$ cat src/rtl/eu_pkg.sv
package eu_pkg;
    // Register byte addresses
    localparam logic [4:0] ADDR_CTRL = 5'h00;
    localparam logic [4:0] ADDR_STAT = 5'h04;
    localparam logic [4:0] ADDR_PWR = 5'h08;
    localparam logic [4:0] ADDR_DIVL = 5'h0C;
    localparam logic [4:0] ADDR_DIVH = 5'h10;
    localparam logic [4:0] ADDR_SRC = 5'h14;
    localparam logic [4:0] ADDR_DATA = 5'h18;
    // Status bit positions
    localparam int STAT_FE = 0;
    localparam int STAT_BRK = 1;
    localparam int STAT_TXB = 2;
    // Power control bit positions
    localparam int PWR_BD = 7;
    localparam int PWR_FES = 6;
    // Source select bit: 1 picks the generator
    localparam int SRC_BRG = 0;
    // Serial modes
    localparam logic [1:0] MODE_SHIFT = 2'h0;
    localparam logic [1:0] MODE_8 = 2'h1;
    localparam logic [1:0] MODE_9F = 2'h2;
    localparam logic [1:0] MODE_9V = 2'h3;
    // Oversample phases within one bit
    localparam logic [3:0] PH_MID = 4'h7;
    localparam logic [3:0] PH_LAST = 4'hF;
    // Bits after start: 8-bit frame, 9-bit frame, shift mode
    localparam logic [3:0] BITS_8 = 4'h9;
    localparam logic [3:0] BITS_9 = 4'hA;
    localparam logic [3:0] BITS_SH = 4'h8;
    // Control register fields, bit 7 down to bit 0 (bit 5 reads 0)
    typedef struct packed {
        logic msh;
        logic msl;
        logic ren;
        logic tnb;
        logic rnb;
        logic ti;
        logic ri;
    } eu_ctrl_t;
    localparam eu_ctrl_t CTRL_RST = 7'h00;
    // Receiver states
    typedef enum logic [2:0] {
        RX_IDLE = 3'b001,
        RX_START = 3'b010,
        RX_DATA = 3'b100
    } eu_rx_t;
    // Transmit and shift-mode states
    typedef enum logic [1:0] {
        TX_IDLE = 2'b01,
        TX_SHIFT = 2'b10
    } eu_tx_t;
endpackage

$ cat src/rtl/eu_uart.sv
// Implementation choices: the address map and register access over APB.
`timescale 1ns/1ps
module eu_uart import eu_pkg::*; #(
    parameter int CPU_DIV = 1
) (
    input wire logic clk_sys,
    input wire logic rst,
    input wire logic ce,
    input wire logic psel,
    input wire logic penable,
    input wire logic pwrite,
    input wire logic [4:0] paddr,
    input wire logic [31:0] pwdata,
    output logic [31:0] prdata,
    output logic pready,
    output logic pslverr,
    input wire logic rxd_in,
    output logic rxd_out,
    output logic rxd_oe,
    output logic txd,
    input wire logic t1_ovf,
    output logic break_reset
);
    // Frame length after the start bit
    function automatic logic [3:0] frame_bits(input logic [1:0] m);
        frame_bits = (m == MODE_8) ? BITS_8 : BITS_9;
    endfunction
    // Address decode, used by the slave error flag
    function automatic logic mapped(input logic [4:0] a);
        case (a)
            ADDR_CTRL, ADDR_STAT, ADDR_PWR, ADDR_DIVL: mapped = 1'b1;
            ADDR_DIVH, ADDR_SRC, ADDR_DATA: mapped = 1'b1;
            default: mapped = 1'b0;
        endcase
    endfunction

    eu_ctrl_t ctrl_reg; // Serial control fields
    logic fe_reg; // Sticky framing error
    logic brk_reg; // Sticky break seen
    logic bd_reg; // Baud doubling select
    logic fes_reg; // Framing error select
    logic src_reg; // 1: generator, 0: Timer 1
    logic [7:0] divl_reg;
    logic [7:0] divh_reg;
    logic [7:0] rx_data_reg; // Last received byte
    logic [31:0] prdata_reg;
    logic pready_reg;
    logic pslverr_reg;
    logic [1:0] mode;
    logic acc;
    logic wr;
    logic [31:0] rd_data;
    eu_tx_t tx_st; // Transmitter state, read by the status mux

    assign mode = {ctrl_reg.msh, ctrl_reg.msl};
    // Access completes on the edge where pready is seen high
    assign acc = psel & penable & pready_reg;
    assign wr = acc & pwrite;

    // CPU clock as an enable derived from the oscillator clock
    logic [7:0] cdiv_reg;
    logic cpu_tick;
    assign cpu_tick = cdiv_reg == 8'(CPU_DIV - 1);
    always_ff @(posedge clk_sys or posedge rst) begin
        if (rst) begin
            cdiv_reg <= 8'h00;
        end else if (ce) begin
            cdiv_reg <= cpu_tick ? 8'h00 : cdiv_reg + 8'h01;
        end
    end

    // Generator: free-running down counter on the oscillator
    logic [15:0] brg_cnt_reg;
    logic brg_tick;
    assign brg_tick = brg_cnt_reg == 16'h0000;
    always_ff @(posedge clk_sys or posedge rst) begin
        if (rst) begin
            brg_cnt_reg <= 16'h0000;
        end else if (ce) begin
            // Reload from the joined divisor pair
            brg_cnt_reg <= brg_tick ? {divh_reg, divl_reg} : brg_cnt_reg - 16'h0001;
        end
    end

    // Prescalers for Timer 1 path and fixed 9-bit mode
    logic t1_half_reg;
    logic cpu_half_reg;
    always_ff @(posedge clk_sys or posedge rst) begin
        if (rst) begin
            t1_half_reg <= 1'b0;
            cpu_half_reg <= 1'b0;
        end else if (ce) begin
            if (t1_ovf) begin
                t1_half_reg <= ~t1_half_reg;
            end
            if (cpu_tick) begin
                cpu_half_reg <= ~cpu_half_reg;
            end
        end
    end

    // Oversample tick, sixteen per bit in every mode
    logic t1_tick;
    logic var_tick;
    logic os_tick;
    // Halve the overflow rate when doubling is set
    assign t1_tick = t1_ovf & (~bd_reg | t1_half_reg);
    // Only Timer 1 or the generator; no Timer 2 path exists
    assign var_tick = src_reg ? brg_tick : t1_tick;
    always_comb begin
        case (mode)
            MODE_SHIFT: os_tick = cpu_tick; // Bit = cpu/16
            MODE_9F: os_tick = cpu_tick & (bd_reg | cpu_half_reg);
            default: os_tick = var_tick; // Modes 1 and 3
        endcase
    end

    // APB slave: one wait state, read data captured early
    always_ff @(posedge clk_sys or posedge rst) begin
        if (rst) begin
            pready_reg <= 1'b0;
            pslverr_reg <= 1'b0;
            prdata_reg <= 32'h0000_0000;
        end else if (ce) begin
            pready_reg <= psel & penable & ~pready_reg;
            if (psel & penable & ~pready_reg) begin
                pslverr_reg <= ~mapped(paddr);
                prdata_reg <= pwrite ? 32'h0000_0000 : rd_data;
            end
        end
    end

    // Read mux; unmapped reads return zero
    always_comb begin
        rd_data = 32'h0000_0000;
        case (paddr)
            ADDR_CTRL: begin
                rd_data[7:0] = {ctrl_reg.msh, ctrl_reg.msl, 1'b0, ctrl_reg.ren,
                                ctrl_reg.tnb, ctrl_reg.rnb, ctrl_reg.ti, ctrl_reg.ri};
                // Bit 7 shows the error when selected
                rd_data[7] = fes_reg ? fe_reg : ctrl_reg.msh;
            end
            ADDR_STAT: begin
                rd_data[STAT_FE] = fe_reg;
                rd_data[STAT_BRK] = brk_reg;
                rd_data[STAT_TXB] = tx_st != TX_IDLE;
            end
            ADDR_PWR: begin
                rd_data[PWR_BD] = bd_reg;
                rd_data[PWR_FES] = fes_reg;
            end
            ADDR_DIVL: rd_data[7:0] = divl_reg;
            ADDR_DIVH: rd_data[7:0] = divh_reg;
            ADDR_SRC: rd_data[SRC_BRG] = src_reg;
            ADDR_DATA: rd_data[7:0] = rx_data_reg;
            default: rd_data = 32'h0000_0000;
        endcase
    end

    // Power control, divisors and source select
    always_ff @(posedge clk_sys or posedge rst) begin
        if (rst) begin
            bd_reg <= 1'b0;
            fes_reg <= 1'b0;
            src_reg <= 1'b0;
            divl_reg <= 8'h00;
            divh_reg <= 8'h00;
        end else if (ce && wr) begin
            case (paddr)
                ADDR_PWR: begin
                    bd_reg <= pwdata[PWR_BD];
                    fes_reg <= pwdata[PWR_FES];
                end
                ADDR_DIVL: divl_reg <= pwdata[7:0];
                ADDR_DIVH: divh_reg <= pwdata[7:0];
                ADDR_SRC: src_reg <= pwdata[SRC_BRG];
                default: ;
            endcase
        end
    end

    // Pulses from the shift engines
    logic tx_done_reg;
    logic m0_done_reg;
    logic rx_done_reg;
    logic rnb_val_reg;
    logic fe_set_reg;
    logic break_reset_reg;

    // Control register; hardware sets beat software clears
    always_ff @(posedge clk_sys or posedge rst) begin
        if (rst) begin
            ctrl_reg <= CTRL_RST;
        end else if (ce) begin
            if (wr && paddr == ADDR_CTRL) begin
                // Mode bit 7 is only writable outside the error view
                if (!fes_reg) begin
                    ctrl_reg.msh <= pwdata[7];
                end
                ctrl_reg.msl <= pwdata[6];
                ctrl_reg.ren <= pwdata[4];
                ctrl_reg.tnb <= pwdata[3];
                ctrl_reg.rnb <= pwdata[2];
                ctrl_reg.ti <= pwdata[1];
                ctrl_reg.ri <= pwdata[0];
            end
            if (tx_done_reg) begin
                ctrl_reg.ti <= 1'b1;
            end
            if (rx_done_reg) begin
                ctrl_reg.ri <= 1'b1;
                // Stop bit in 8-bit mode, ninth bit in 9-bit modes, unchanged in shift mode
                ctrl_reg.rnb <= rnb_val_reg;
            end
        end
    end

    // Status flags: write one clears; framing error also clears on bit 7 zero in error view
    always_ff @(posedge clk_sys or posedge rst) begin
        if (rst) begin
            fe_reg <= 1'b0;
            brk_reg <= 1'b0;
        end else if (ce) begin
            if (wr && paddr == ADDR_STAT) begin
                fe_reg <= fe_reg & ~pwdata[STAT_FE];
                brk_reg <= brk_reg & ~pwdata[STAT_BRK];
            end
            if (wr && paddr == ADDR_CTRL && fes_reg && !pwdata[7]) begin
                fe_reg <= 1'b0;
            end
            if (fe_set_reg) begin
                fe_reg <= 1'b1;
            end
            if (break_reset_reg) begin
                brk_reg <= 1'b1;
            end
        end
    end

    // Transmitter, also runs both directions of shift mode
    logic [9:0] tx_sh_reg;
    logic [3:0] tx_cnt_reg;
    logic [3:0] tx_ph_reg;
    logic m0rx_reg; // Shift-mode transfer is a receive
    logic m0_bit_reg; // Sample taken at rising shift clock
    logic txd_reg;
    logic rxd_out_reg;
    logic rxd_oe_reg;
    logic tx_go;
    logic m0_rx_go;
    // Data writes while busy are dropped
    assign tx_go = wr && paddr == ADDR_DATA && tx_st == TX_IDLE;
    // Shift receive starts when enabled with receive flag clear
    assign m0_rx_go = mode == MODE_SHIFT && ctrl_reg.ren && !ctrl_reg.ri
                      && tx_st == TX_IDLE && !tx_go && !m0_done_reg && !rx_done_reg;
    always_ff @(posedge clk_sys or posedge rst) begin
        if (rst) begin
            tx_st <= TX_IDLE;
            tx_sh_reg <= 10'h000;
            tx_cnt_reg <= 4'h0;
            tx_ph_reg <= 4'h0;
            m0rx_reg <= 1'b0;
            m0_bit_reg <= 1'b0;
            txd_reg <= 1'b1;
            rxd_out_reg <= 1'b1;
            rxd_oe_reg <= 1'b0;
            tx_done_reg <= 1'b0;
            m0_done_reg <= 1'b0;
        end else if (ce) begin
            tx_done_reg <= 1'b0;
            m0_done_reg <= 1'b0;
            case (tx_st)
                TX_IDLE: begin
                    tx_ph_reg <= 4'h0;
                    if (tx_go || m0_rx_go) begin
                        tx_st <= TX_SHIFT;
                        m0rx_reg <= m0_rx_go;
                        txd_reg <= 1'b0; // Start bit, or shift clock low
                        if (mode == MODE_SHIFT) begin
                            // Data out on rxd, clock on txd
                            tx_sh_reg <= {2'h3, pwdata[7:0]};
                            tx_cnt_reg <= BITS_SH;
                            rxd_out_reg <= pwdata[0];
                            rxd_oe_reg <= tx_go;
                        end else begin
                            // Ninth slot is stop in 8-bit mode
                            tx_sh_reg <= {1'b1, (mode == MODE_8) | ctrl_reg.tnb, pwdata[7:0]};
                            tx_cnt_reg <= frame_bits(mode);
                        end
                    end
                end
                TX_SHIFT: begin
                    if (os_tick) begin
                        tx_ph_reg <= tx_ph_reg + 4'h1;
                        if (mode == MODE_SHIFT) begin
                            if (tx_ph_reg == PH_MID) begin
                                txd_reg <= 1'b1; // Rising shift clock
                                m0_bit_reg <= rxd_in;
                            end
                            if (tx_ph_reg == PH_LAST) begin
                                // LSB first in both directions
                                tx_sh_reg <= m0rx_reg ? {2'h3, m0_bit_reg, tx_sh_reg[7:1]}
                                                      : {1'b1, tx_sh_reg[9:1]};
                                tx_cnt_reg <= tx_cnt_reg - 4'h1;
                                if (tx_cnt_reg == 4'h1) begin
                                    tx_st <= TX_IDLE;
                                    rxd_oe_reg <= 1'b0;
                                    tx_done_reg <= ~m0rx_reg;
                                    m0_done_reg <= m0rx_reg;
                                end else begin
                                    txd_reg <= 1'b0;
                                    rxd_out_reg <= tx_sh_reg[1];
                                end
                            end
                        end else if (tx_ph_reg == PH_LAST) begin
                            if (tx_cnt_reg == 4'h0) begin
                                // Stop bit finished
                                tx_st <= TX_IDLE;
                                tx_done_reg <= 1'b1;
                            end else begin
                                txd_reg <= tx_sh_reg[0];
                                tx_sh_reg <= {1'b1, tx_sh_reg[9:1]};
                                tx_cnt_reg <= tx_cnt_reg - 4'h1;
                            end
                        end
                    end
                end
                default: tx_st <= TX_IDLE;
            endcase
        end
    end

    // Asynchronous receiver, sixteen ticks per bit, one sample per bit
    eu_rx_t rx_st;
    logic [9:0] rx_sh_reg;
    logic [3:0] rx_cnt_reg;
    logic [3:0] rx_ph_reg;
    logic rxd_prev_reg;
    logic [3:0] rx_last;
    assign rx_last = frame_bits(mode) - 4'h1;
    always_ff @(posedge clk_sys or posedge rst) begin
        if (rst) begin
            rx_st <= RX_IDLE;
            rx_sh_reg <= 10'h000;
            rx_cnt_reg <= 4'h0;
            rx_ph_reg <= 4'h0;
            rxd_prev_reg <= 1'b1;
            rx_data_reg <= 8'h00;
            rnb_val_reg <= 1'b0;
            rx_done_reg <= 1'b0;
            fe_set_reg <= 1'b0;
            break_reset_reg <= 1'b0;
        end else if (ce) begin
            rxd_prev_reg <= rxd_in;
            rx_done_reg <= 1'b0;
            fe_set_reg <= 1'b0;
            break_reset_reg <= 1'b0;
            if (m0_done_reg) begin
                // Shift-mode receive result
                rx_data_reg <= tx_sh_reg[7:0];
                rnb_val_reg <= ctrl_reg.rnb;
                rx_done_reg <= 1'b1;
            end
            case (rx_st)
                RX_IDLE: begin
                    rx_ph_reg <= 4'h0;
                    rx_cnt_reg <= 4'h0;
                    // Falling edge opens a frame
                    if (mode != MODE_SHIFT && ctrl_reg.ren && rxd_prev_reg && !rxd_in) begin
                        rx_st <= RX_START;
                    end
                end
                RX_START: begin
                    if (os_tick) begin
                        rx_ph_reg <= rx_ph_reg + 4'h1;
                        if (rx_ph_reg == PH_MID) begin
                            // Glitch filter: start must still be low mid-bit
                            rx_st <= rxd_in ? RX_IDLE : RX_DATA;
                            rx_ph_reg <= 4'h0;
                        end
                    end
                end
                RX_DATA: begin
                    if (os_tick) begin
                        rx_ph_reg <= rx_ph_reg + 4'h1;
                        if (rx_ph_reg == PH_LAST) begin
                            rx_sh_reg <= {rxd_in, rx_sh_reg[9:1]};
                            rx_cnt_reg <= rx_cnt_reg + 4'h1;
                            if (rx_cnt_reg == rx_last) begin
                                // This sample is the stop bit
                                rx_st <= RX_IDLE;
                                rx_done_reg <= 1'b1;
                                fe_set_reg <= ~rxd_in;
                                if (mode == MODE_8) begin
                                    rx_data_reg <= rx_sh_reg[9:2];
                                    rnb_val_reg <= rxd_in;
                                    break_reset_reg <= ~rxd_in
                                                       && rx_sh_reg[9:2] == 8'h00;
                                end else begin
                                    rx_data_reg <= rx_sh_reg[8:1];
                                    rnb_val_reg <= rx_sh_reg[9]; // Stop dropped
                                    break_reset_reg <= ~rxd_in
                                                       && rx_sh_reg[9:1] == 9'h000;
                                end
                            end
                        end
                    end
                end
                default: rx_st <= RX_IDLE;
            endcase
        end
    end

    assign prdata = prdata_reg;
    assign pready = pready_reg;
    assign pslverr = pslverr_reg;
    assign txd = txd_reg;
    assign rxd_out = rxd_out_reg;
    assign rxd_oe = rxd_oe_reg;
    assign break_reset = break_reset_reg;

    chk_brg_reload: assert property (@(posedge clk_sys) disable iff (rst)
        ce && brg_tick |=> brg_cnt_reg == $past({divh_reg, divl_reg}))
        else $error("generator did not reload the divisor");
    chk_tx_start: assert property (@(posedge clk_sys) disable iff (rst)
        ce && tx_go && mode != MODE_SHIFT |=> !txd && tx_st == TX_SHIFT)
        else $error("start bit not driven low");
    chk_shift_drive: assert property (@(posedge clk_sys) disable iff (rst)
        ce && tx_go && mode == MODE_SHIFT |=> rxd_oe && rxd_out == $past(pwdata[0]))
        else $error("shift mode does not drive first bit");
    chk_ninth_load: assert property (@(posedge clk_sys) disable iff (rst)
        ce && tx_go && mode[1] |=> tx_sh_reg[8] == $past(ctrl_reg.tnb))
        else $error("ninth bit not loaded");
    chk_half_rate: assert property (@(posedge clk_sys) disable iff (rst)
        ce && mode == MODE_9F && !bd_reg && os_tick
        |=> !os_tick || !ce || mode != MODE_9F || bd_reg)
        else $error("fixed rate not halved");
    chk_fe_view: assert property (@(posedge clk_sys) disable iff (rst)
        ce && psel && penable && !pready_reg && !pwrite && paddr == ADDR_CTRL && fes_reg
        |=> prdata[7] == $past(fe_reg))
        else $error("bit 7 does not show framing error");
    chk_stop_flag: assert property (@(posedge clk_sys) disable iff (rst)
        ce && rx_done_reg && !m0_done_reg && mode == MODE_8
        |=> ctrl_reg.rnb == !$past(fe_set_reg))
        else $error("stop bit not stored");
    chk_break_flag: assert property (@(posedge clk_sys) disable iff (rst)
        ce && break_reset |=> brk_reg && fe_reg)
        else $error("break not recorded");
endmodule

$ cat config.mk
export PLATFORM = sky130hd
export DESIGN_NAME = eu_uart
export DESIGN_NICKNAME = d
export VERILOG_FILES = /design/src/rtl/eu_pkg.sv /design/src/rtl/eu_uart.sv
export SDC_FILE = /design/constraint.sdc
export NUM_CORES = 1
export LEC_CHECK = 0
export ABC_AREA = 0
export BUFFER_PORTS_ARGS = -buffer_cell sky130_fd_sc_hd__buf_2
export CAP_MARGIN = 20
export CELL_PAD_IN_SITES_DETAIL_PLACEMENT = 0
export CELL_PAD_IN_SITES_GLOBAL_PLACEMENT = 1
export CORE_MARGIN = 2
export CORE_UTILIZATION = 35
export DETAILED_ROUTE_END_ITERATION = 12
export PLACE_DENSITY = 0.63
export SLEW_MARGIN = 20
export SYNTH_ARGS = -nofsm -noshare
export SYNTH_HDL_FRONTEND = slang
export SYNTH_SLANG_ARGS = --single-unit
$ cat constraint.sdc
create_clock -name clk_sys -period 8.47 [get_ports clk_sys]
set_clock_uncertainty 0.15 [all_clocks]
set_input_delay 0.4235 -clock clk_sys [delete_from_list [all_inputs] [get_ports clk_sys]]
set_output_delay 0.4235 -clock clk_sys [all_outputs]
set_load 0.1 [all_outputs]
==> flow_summary_export.csv, run 1 <==
group,metric,value,unit
outcome,outcome,"finished, final reports clean",
timing,setup-violations-final,0,
place,dp_worst_setup_slack,5.03,ns
floorplan,die_height,144,um
cells_and_area,num-fill-cells,1925,
critical_path,required_time_at_the_worst_slack_endpoint,8.63,ns
cells_and_area,post_route_cells_drive_above_1_share,18.2,%
floorplan,floorplan.die.width,144,um
clocking,maximum_clock_insertion_buffer_count,2,
clocking,cts_num_sinks,124,
route,detail_route.wirelength,17400,um
global_route,gr-total-overflow,0,
cells_and_area,most-common-layout-cells,"dfrtp_1 (119), nand2_1 (71), o21ai_0 (59)",
power_and_ir_drop,ir_worst_vdd,165,uV
timing,relSlewSlack,35.7,%
timing,slew_violations,0,
clocking,cts.reportedPaths.clkPinSlew,0.06,ns
place,gp_congestion,0.815,
cells_and_area,final_nets,770,
timing,post-route-worst-setup-slack,5.02,ns
critical_path,cp-start-kind,"flip-flop",
timing,tightest_slew,0.964,ns
synth,yosysSeqAreaShare,45.6,%
clocking,cts_hold_buf,1,
place,count_of_buffers_inserted_at_the_top_level_ports,34,
route,routedWlPerCell,17.5,um
timing,min_period,3.45,ns
cells_and_area,largest_register_ff_count,16,
floorplan,design.portCount,83,
clocking,ctsHtreeMaxLevel,4,
global_route,grt_use_total,17.7,%
route,final_antenna_net_count,0,
route,drc_errors,0,
synth,ys_ff_latch,124,
cells_and_area,stdcell_area,7760,sq um
timing,timing.fmax,0.290,GHz
clocking,cts_resized,0,
place,dpl-instance-area,7140,sq um
floorplan,dieArea,20600,sq um
cells_and_area,area_growth_syn_to_layout,13.7,%
power_and_ir_drop,power_leakage,3.44,nW
synth,synth_area,6820,sq um
synth,synth_warnings,0,
synth,post_synth_num_cell_types,69,
global_route,pin_count_of_the_biggest_net_entering_global_routing,74,
critical_path,worst_r2r_startpoint,"brg_cnt_reg[10]",
clocking,clock_insertion_delay_worst_skew,0.43,ns
synth,syn_area_per_cell,9.89,sq um
place,detailedPlacementHpwl,12100,um
route,dr.pass1.iters,5,
synth,synth_edf_count,0,
critical_path,worstSetupEndpointType,"flip-flop",
route,vias_per_cell,5.38,
cells_and_area,n_antenna_cell,0,
floorplan,number_of_cell_rows,51,
floorplan,fp.coreArea,19300,sq um
power_and_ir_drop,cellPowerDensity,261,nW/um^2
global_route,wire_length_of_the_first_global_routing_pass,27900,um
timing,post-route-period-util,40.7,%
timing,setup_tns_final,0,ns
timing,rsz0062_at_grt,"no",
synth,synth_area_leader_cell,"dfrtp_1",
synth,synthesis.instances,690,
synth,synth-main-ff-cell,"dfrtp_1",
critical_path,timing_worst_setup_path_type,"flip-flop to flip-flop",
cells_and_area,mostFrequentLayoutCell,"dfrtp_1",
floorplan,initial_utilization,35.4,%
route,via_total_after_detailed_routing,5349,
critical_path,cp.arrival,3.61,ns
critical_path,critPathMaxFanout,14,
critical_path,timing.critical_path.from,"brg_cnt_reg[10]",
clocking,cts_tree,"built",
clocking,post_cts_repair_setup_buffers,0,
synth,synthTopCellsByArea,"dfrtp_1 (44%), mux2_2 (6.4%), mux2i_1 (5.4%), o21ai_0 (4.3%), nand2_1 (3.9%)",
global_route,grt_pass1_vias,5049,
synth,synthArstFlopShare,100,%
run,drv_cap,0,
worst_hold_path,timing.hold.worst.class,"primary input to flip-flop",
timing,finalHoldViolations,0,
route,drt_initial_violations,311,
worst_hold_path,worst_hold_startpoint,"pwrite",
synth,synthDominantCellAreaShare,43.7,%
clocking,clock-root-buffer,"clkbuf_16",
clocking,numCtsBuffers,17,
global_route,antenna_found_initial,0,
## layout make-up
class	instances	area, sq um	share of cell area (%)
Sequential cell	124	3110	40.1
Tap cell	265	332	4.27
Timing Repair Buffer	41	225	2.90
Clock inverter	11	141	1.82
Clock buffer	21	470	6.06
Multi-Input combinational cell	509	3390	43.7
Inverter	24	92.6	1.19
## cell families after synthesis
logic type               share of synthesized area, %
AO/OA/AOI/OAI                                    16.7
other                                          0.0550
flip-flops                                       45.6
adder cells (fa/ha/maj)                          1.47
buffers and inverters                            6.03
multiplexers                                     12.5
XOR/XNOR                                         1.16
AND/OR/NAND/NOR                                  16.5
## through the flow
stage / utilization [%] / total power, W / std cells / hold slack [ns]
floorplan: - / 0.00117 / 713 / 0.285
global placement: 37.0 / 0.00126 / 962 / 0.302
detailed placement: 37.0 / 0.00128 / 962 / 0.314
CTS: 40.3 / 0.00204 / 995 / 0.0597
global route: 40.3 / 0.00213 / 995 / 0.0723
finish: 40.3 / 0.00203 / 995 / 0.0725
## worst paths after layout
path	endpoint	slack, ns	cells past startpoint
max	rx_data_reg[3]	5.02	6
min	prdata[1]	0.07	2
max reg2reg	rx_data_reg[3]	5.02	6
min reg2reg	cdiv_reg[7]	0.32	1
max in group asynchronous	rx_cnt_reg[2]	6.27	4
min in group asynchronous	tx_cnt_reg[3]	0.49	3
## per-layer routing
layer	vias up	global-route usage [%]	routed length, um
met2	120	27.7	8060
met1	2683	24.7	8330
met3	15	3.77	743
met5	-	0	0
li1	2531	-	-
met4	0	5.26	243
## synthesized netlist by cell type, drive strengths merged (10+ instances only)
library cell,count
a31oi,10
nand3,19
nand2,71
nor2,41
buf,32
nand4,11
o21ai,60
mux2,39
nor3,16
dfrtp,119
clkbuf,24
mux2i,37
a21oi,28
inv,24
a22o,16
## worst max-delay path: stages (launching register included)
cell and delay, ns:
dfrtp_1 0.42, nor4_1 0.62, and4_1 0.47, a311o_4 0.37
and3_1 0.71, o21ai_2 0.27, a22o_1 0.30
## report_power, final
part	switching, W	leakage (nW)	internal, W
Clock	0.000272	0.295	0.000484
Combinational	0.000320	1.54	0.000158
Sequential	0.000102	1.60	0.000690
Total	0.000693	3.44	0.00133
Power figures use the tool's default switching activity.
==> run 2, diff against run 1 <==
- clock period: 8.47 -> 3.3 ns (I/O delays scaled with it)
==> flow_summary_export.csv, run 2 (synthesized netlist as in run 1, its figures left out) <==
group,metric,value,unit
timing,rsz0062_at_grt,"no",
timing,setup-violations-final,0,
clocking,cts.reportedPaths.clkPinSlew,0.06,ns
timing,slew_violations,0,
clocking,clock-root-buffer,"clkbuf_16",
power_and_ir_drop,clockPowerShare,36.5,%
cells_and_area,finish.cell_count_without_fillers,1017,
cells_and_area,mostFrequentLayoutCell,"dfrtp_1",
power_and_ir_drop,power.total,0.00521,W
clocking,cts_resized,0,
timing,min_period,2.96,ns
route,vias_per_cell,5.31,
run,drv_cap,0,
floorplan,design.portCount,83,
power_and_ir_drop,ir_worst_vdd,462,uV
outcome,outcome,"finished, final reports clean",
place,count_of_buffers_inserted_at_the_top_level_ports,34,
global_route,grt_pass1_vias,5257,
global_route,antenna_found_initial,0,
cells_and_area,area_growth_syn_to_layout,16.5,%
cells_and_area,post_route_cells_drive_above_1_share,19.4,%
route,routedWlPerCell,17.5,um
power_and_ir_drop,power_leakage,3.53,nW
clocking,ctsHtreeMaxLevel,4,
timing,tightest_slew,0.984,ns
critical_path,required_time_at_the_worst_slack_endpoint,3.46,ns
clocking,post_cts_repair_setup_buffers,0,
place,place_inst,974,
timing,finalHoldViolations,0,
timing,relSlewSlack,34.0,%
floorplan,initial_utilization,35.4,%
worst_hold_path,timing.hold.worst.class,"primary input to flip-flop",
power_and_ir_drop,switching_fraction,34.8,%
floorplan,fp.coreArea,19300,sq um
floorplan,floorplan.die.width,144,um
global_route,gr-total-overflow,0,
critical_path,cp.arrival,3.13,ns
route,final_antenna_net_count,0,
floorplan,die_height,144,um
critical_path,worstSetupEndpointType,"flip-flop",
timing,setup_tns_final,0,ns
cells_and_area,fin_util,41.2,%
power_and_ir_drop,power.combinational.fraction,24.6,%
critical_path,critPathMaxFanout,6,
floorplan,dieArea,20600,sq um
route,via_total_after_detailed_routing,5399,
global_route,grt_use_total,18.1,%
critical_path,timing_worst_setup_path_type,"flip-flop to flip-flop",
floorplan,number_of_cell_rows,51,
cells_and_area,most-common-layout-cells,"dfrtp_1 (119), nand2_1 (71), o21ai_0 (59)",
power_and_ir_drop,cellPowerDensity,656,nW/um^2
timing,post-route-period-util,89.8,%
place,gp_congestion,0.846,
cells_and_area,final_nets,792,
route,detail_route.wirelength,17800,um
route,dr.pass1.iters,4,
power_and_ir_drop,seq_power_share,38.9,%
route,drc_errors,0,
power_and_ir_drop,switchingPower,0.00182,W
global_route,pin_count_of_the_biggest_net_entering_global_routing,44,
clocking,cts_num_sinks,124,
critical_path,ff2ff_setup_slack,0.34,ns
cells_and_area,n_antenna_cell,0,
global_route,wire_length_of_the_first_global_routing_pass,28500,um
clocking,maximum_clock_insertion_buffer_count,2,
clocking,clock_insertion_delay_worst_skew,0.43,ns
cells_and_area,largest_register_ff_count,16,
clocking,numCtsBuffers,17,
clocking,cts_hold_buf,11,
clocking,cts_tree,"built",
route,drt_initial_violations,294,
critical_path,cp-start-kind,"flip-flop",
timing,whs,0.0215,ns
power_and_ir_drop,internal_power,0.00340,W
place,detailedPlacementHpwl,12900,um
timing,timing.fmax,0.337,GHz
[run 2: power by group through the flow]
stage | combinational [W] | sequential, W | clock [W]
after global placement | 0.00125 | 0.00204 | 0
after global routing | 0.00142 | 0.00207 | 0.00202
after CTS | 0.00129 | 0.00202 | 0.00194
final | 0.00128 | 0.00203 | 0.00190
after detailed placement | 0.00127 | 0.00205 | 0
after floorplan | 0.000919 | 0.00209 | 0
[run 2: critical path, stage by stage, from the launching register on]
cell	delay, ns
dfrtp_1	0.39
inv_1	0.07
ha_1	0.22
nor3b_2	0.17
and4_1	0.26
a311oi_1	0.85
nor2_1	0.25
nand3_1	0.17
mux2_2	0.33
[run 2: final cells by class]
class,instances,area [sq um]
clock buffers,17,425
repair buffers,63,428
clock inverters,15,174
inverters,24,93.8
well taps,265,332
fillers,1959,11300
flip-flops and latches,124,3110
multi-input cells,509,3390
[run 2: path summary, 6_finish.rpt]
path | startpoint | end | depth (start not counted)
worst max-delay path | brg_cnt_reg[0] | m0_bit_reg | 8
worst min-delay path | rxd_in | m0_bit_reg | 2
worst max register to register | brg_cnt_reg[0] | m0_bit_reg | 8
worst min register to register | cdiv_reg[7] | cdiv_reg[7] | 1
max in group asynchronous | rst | divh_reg[5] | 4
min in group asynchronous | rst | tx_cnt_reg[3] | 3
[run 2: per-stage QoR]
step           setup slack [ns]  area, sq um
2_1_floorplan             0.534         6910
3_3_place_gp              0.377         7240
3_5_place_dp              0.370         7240
4_1_cts                   0.347         7950
5_1_grt                   0.213         7950
6_report                  0.336         7950
[run 2: per-layer routing]
layer / track usage (%) / share of wire [%]
met5: 0 / 0
met4: 6.45 / 2.3
met3: 4.57 / 3.8
met2: 27.5 / 46
met1: 25.2 / 47
==> run 3, diff against run 2 <==
--- a/config.mk
+++ b/config.mk
@@ -12,2 +12,3 @@
 export CELL_PAD_IN_SITES_GLOBAL_PLACEMENT = 1
+export CORE_ASPECT_RATIO = 0.6
 export CORE_MARGIN = 2
==> constraint.sdc (replaced) <==
create_clock -name clk_sys -period 3.3 [get_ports clk_sys]
set_clock_uncertainty 0.15 [all_clocks]
set_input_delay 0.33 -clock clk_sys [delete_from_list [all_inputs] [get_ports clk_sys]]
set_output_delay 0.33 -clock clk_sys [all_outputs]
set_load 0.1 [all_outputs]
==> flow_summary_export.csv, run 3 (synthesized netlist as in run 1, its figures left out) <==
group,metric,value,unit
outcome,outcome,"finished, final reports clean",
timing,setup_tns_final,0,ns
clocking,cts_tree,"built",
floorplan,die_height,112,um
timing,relSlewSlack,42.0,%
power_and_ir_drop,seq_power_share,37.5,%
route,routedWlPerCell,18.4,um
power_and_ir_drop,switching_fraction,33.6,%
critical_path,worst_path_dominant_cell_family,"compound AO/OA/AOI/OAI gates",
clocking,cts.reportedPaths.clkPinSlew,0.06,ns
critical_path,worst_r2r_startpoint,"cdiv_reg[0]",
critical_path,worstSetupEndpointType,"flip-flop",
global_route,antenna_found_initial,1,
worst_hold_path,timing.hold.worst.class,"primary input to flip-flop",
floorplan,initial_utilization,35.8,%
critical_path,delay_of_the_slowest_critical_path_stage,0.49,ns
route,dr.pass1.iters,5,
place,place_inst,979,
place,detailedPlacementHpwl,13900,um
route,drc_errors,0,
global_route,grt_pass1_vias,5173,
power_and_ir_drop,power.total,0.00541,W
critical_path,timing.critical_path.cells,"inv_1 > ha_1 > or4b_4 > a2111oi_4 > a311o_4 > and3_1 > buf_4 > mux2i_1 > a22o_1",
global_route,gr-total-overflow,0,
global_route,grt_use_total,19.0,%
power_and_ir_drop,power.combinational.fraction,23.7,%
timing,timing.fmax,0.332,GHz
global_route,pin_count_of_the_biggest_net_entering_global_routing,53,
floorplan,dieArea,20700,sq um
timing,post-route-period-util,91.2,%
cells_and_area,largest_register_ff_count,16,
floorplan,fp.coreArea,19100,sq um
worst_hold_path,worst_hold_startpoint,"t1_ovf",
power_and_ir_drop,clockPowerShare,38.8,%
power_and_ir_drop,cellPowerDensity,680,nW/um^2
place,count_of_buffers_inserted_at_the_top_level_ports,34,
critical_path,timing_worst_setup_path_type,"flip-flop to flip-flop",
clocking,clock-root-buffer,"clkbuf_16",
clocking,cts_num_sinks,124,
route,vias_per_cell,5.37,
timing,rsz0062_at_grt,"no",
cells_and_area,mostFrequentLayoutCell,"dfrtp_1",
power_and_ir_drop,ir_worst_vdd,405,uV
route,final_antenna_net_count,0,
critical_path,timing.critical_path.buf_inv,2,
route,detail_route.wirelength,18700,um
run,drv_cap,0,
timing,whs,0.0588,ns
floorplan,number_of_cell_rows,39,
place,gp_congestion,0.816,
cells_and_area,final_nets,787,
timing,setup-violations-final,0,
critical_path,cp.arrival,3.16,ns
power_and_ir_drop,switchingPower,0.00182,W
cells_and_area,num-fill-cells,1839,
cells_and_area,post_route_cells_drive_above_1_share,19.9,%
cells_and_area,finish.cell_count_without_fillers,1014,
clocking,numCtsBuffers,17,
cells_and_area,most-common-layout-cells,"dfrtp_1 (119), nand2_1 (71), o21ai_0 (59)",
cells_and_area,area_growth_syn_to_layout,16.7,%
clocking,ctsHtreeMaxLevel,4,
floorplan,design.portCount,83,
critical_path,cp-start-kind,"flip-flop",
timing,tightest_slew,0.869,ns
timing,finalHoldViolations,0,
route,drt_initial_violations,500,
critical_path,critPathMaxFanout,11,
timing,min_period,3.01,ns
critical_path,required_time_at_the_worst_slack_endpoint,3.45,ns
clocking,clock_insertion_delay_worst_skew,0.42,ns
route,via_total_after_detailed_routing,5443,
power_and_ir_drop,internal_power,0.00359,W
critical_path,timing.critical_path.from,"cdiv_reg[0]",
clocking,cts_resized,0,
timing,slew_violations,0,
critical_path,cpMaxStageDelayCell,"or4b_4",
floorplan,floorplan.die.width,184,um
power_and_ir_drop,power_leakage,3.55,nW
global_route,wire_length_of_the_first_global_routing_pass,29800,um
clocking,maximum_clock_insertion_buffer_count,2,
## run 3: changes by cell type in the layout (fill, tap and decap cells not counted), moves of 2 or more
cell           delta
dlygate4sd3_1     -9
clkinvlp_4        -4
buf_4             +3
bufinv_16         +2
clkbuf_1          +2
clkbuf_8          +2
## run 3: final timing paths
path | endpoint | slack (ns) | depth (start not counted)
max | rnb_val_reg | 0.29 | 9
min | t1_half_reg | 0.06 | 3
max reg2reg | rnb_val_reg | 0.29 | 9
min reg2reg | cpu_half_reg | 0.32 | 1
max in group asynchronous | rx_data_reg[4] | 1.76 | 4
min in group asynchronous | rx_cnt_reg[3] | 0.49 | 3
## run 3: worst register-to-register path: cells and delay by family (launching register included)
family,cells,cell delay [ns]
AND/OR/NAND/NOR,2,0.79
flip-flops,1,0.43
AO/OA/AOI/OAI,3,0.88
multiplexers,1,0.10
buffers and inverters,2,0.40
adder cells (fa/ha/maj),1,0.14
## run 3: final cells by class
cell class                      instances  area (sq um)  area share, %
Inverter                               24          93.8           1.18
Sequential cell                       124          3110           39.0
Clock inverter                         11           190           2.39
Clock buffer                           21           460           5.78
Antenna cell                            1          2.50         0.0314
Timing Repair Buffer                   58           380           4.78
Tap cell                              266           333           4.18
Multi-Input combinational cell        509          3390           42.6
## run 3: timing repair
item	in CTS	in global routing
hold endpoints to repair	37	0
hold buffers	2	0
setup endpoints to repair	0	0
setup buffers	0	0
## run 3: metrics by stage
stage | utilization, % | instance area (sq um) | setup WS (ns)
global route | 41.7 | 7960 | 0.190
detailed placement | 38.2 | 7280 | 0.236
global placement | 38.2 | 7280 | 0.254
CTS | 41.7 | 7950 | 0.224
floorplan | - | 6910 | 0.534
finish | 41.7 | 7960 | 0.290
## run 3: power groups by stage
stage	clock [W]	sequential [W]	combinational, W
after floorplan	0	0.00209	0.000919
after global placement	0	0.00204	0.00126
after detailed placement	0	0.00205	0.00128
after CTS	0.00214	0.00203	0.00128
after global routing	0.00221	0.00207	0.00142
final	0.00210	0.00203	0.00128
## run 3: layer usage
layer / part of all wire (%) / global-route usage (%)
met3: 5.4 / 4.38
met1: 55 / 31.2
met4: 0.56 / 3.84
met2: 39 / 24.7
met5: 0 / 0
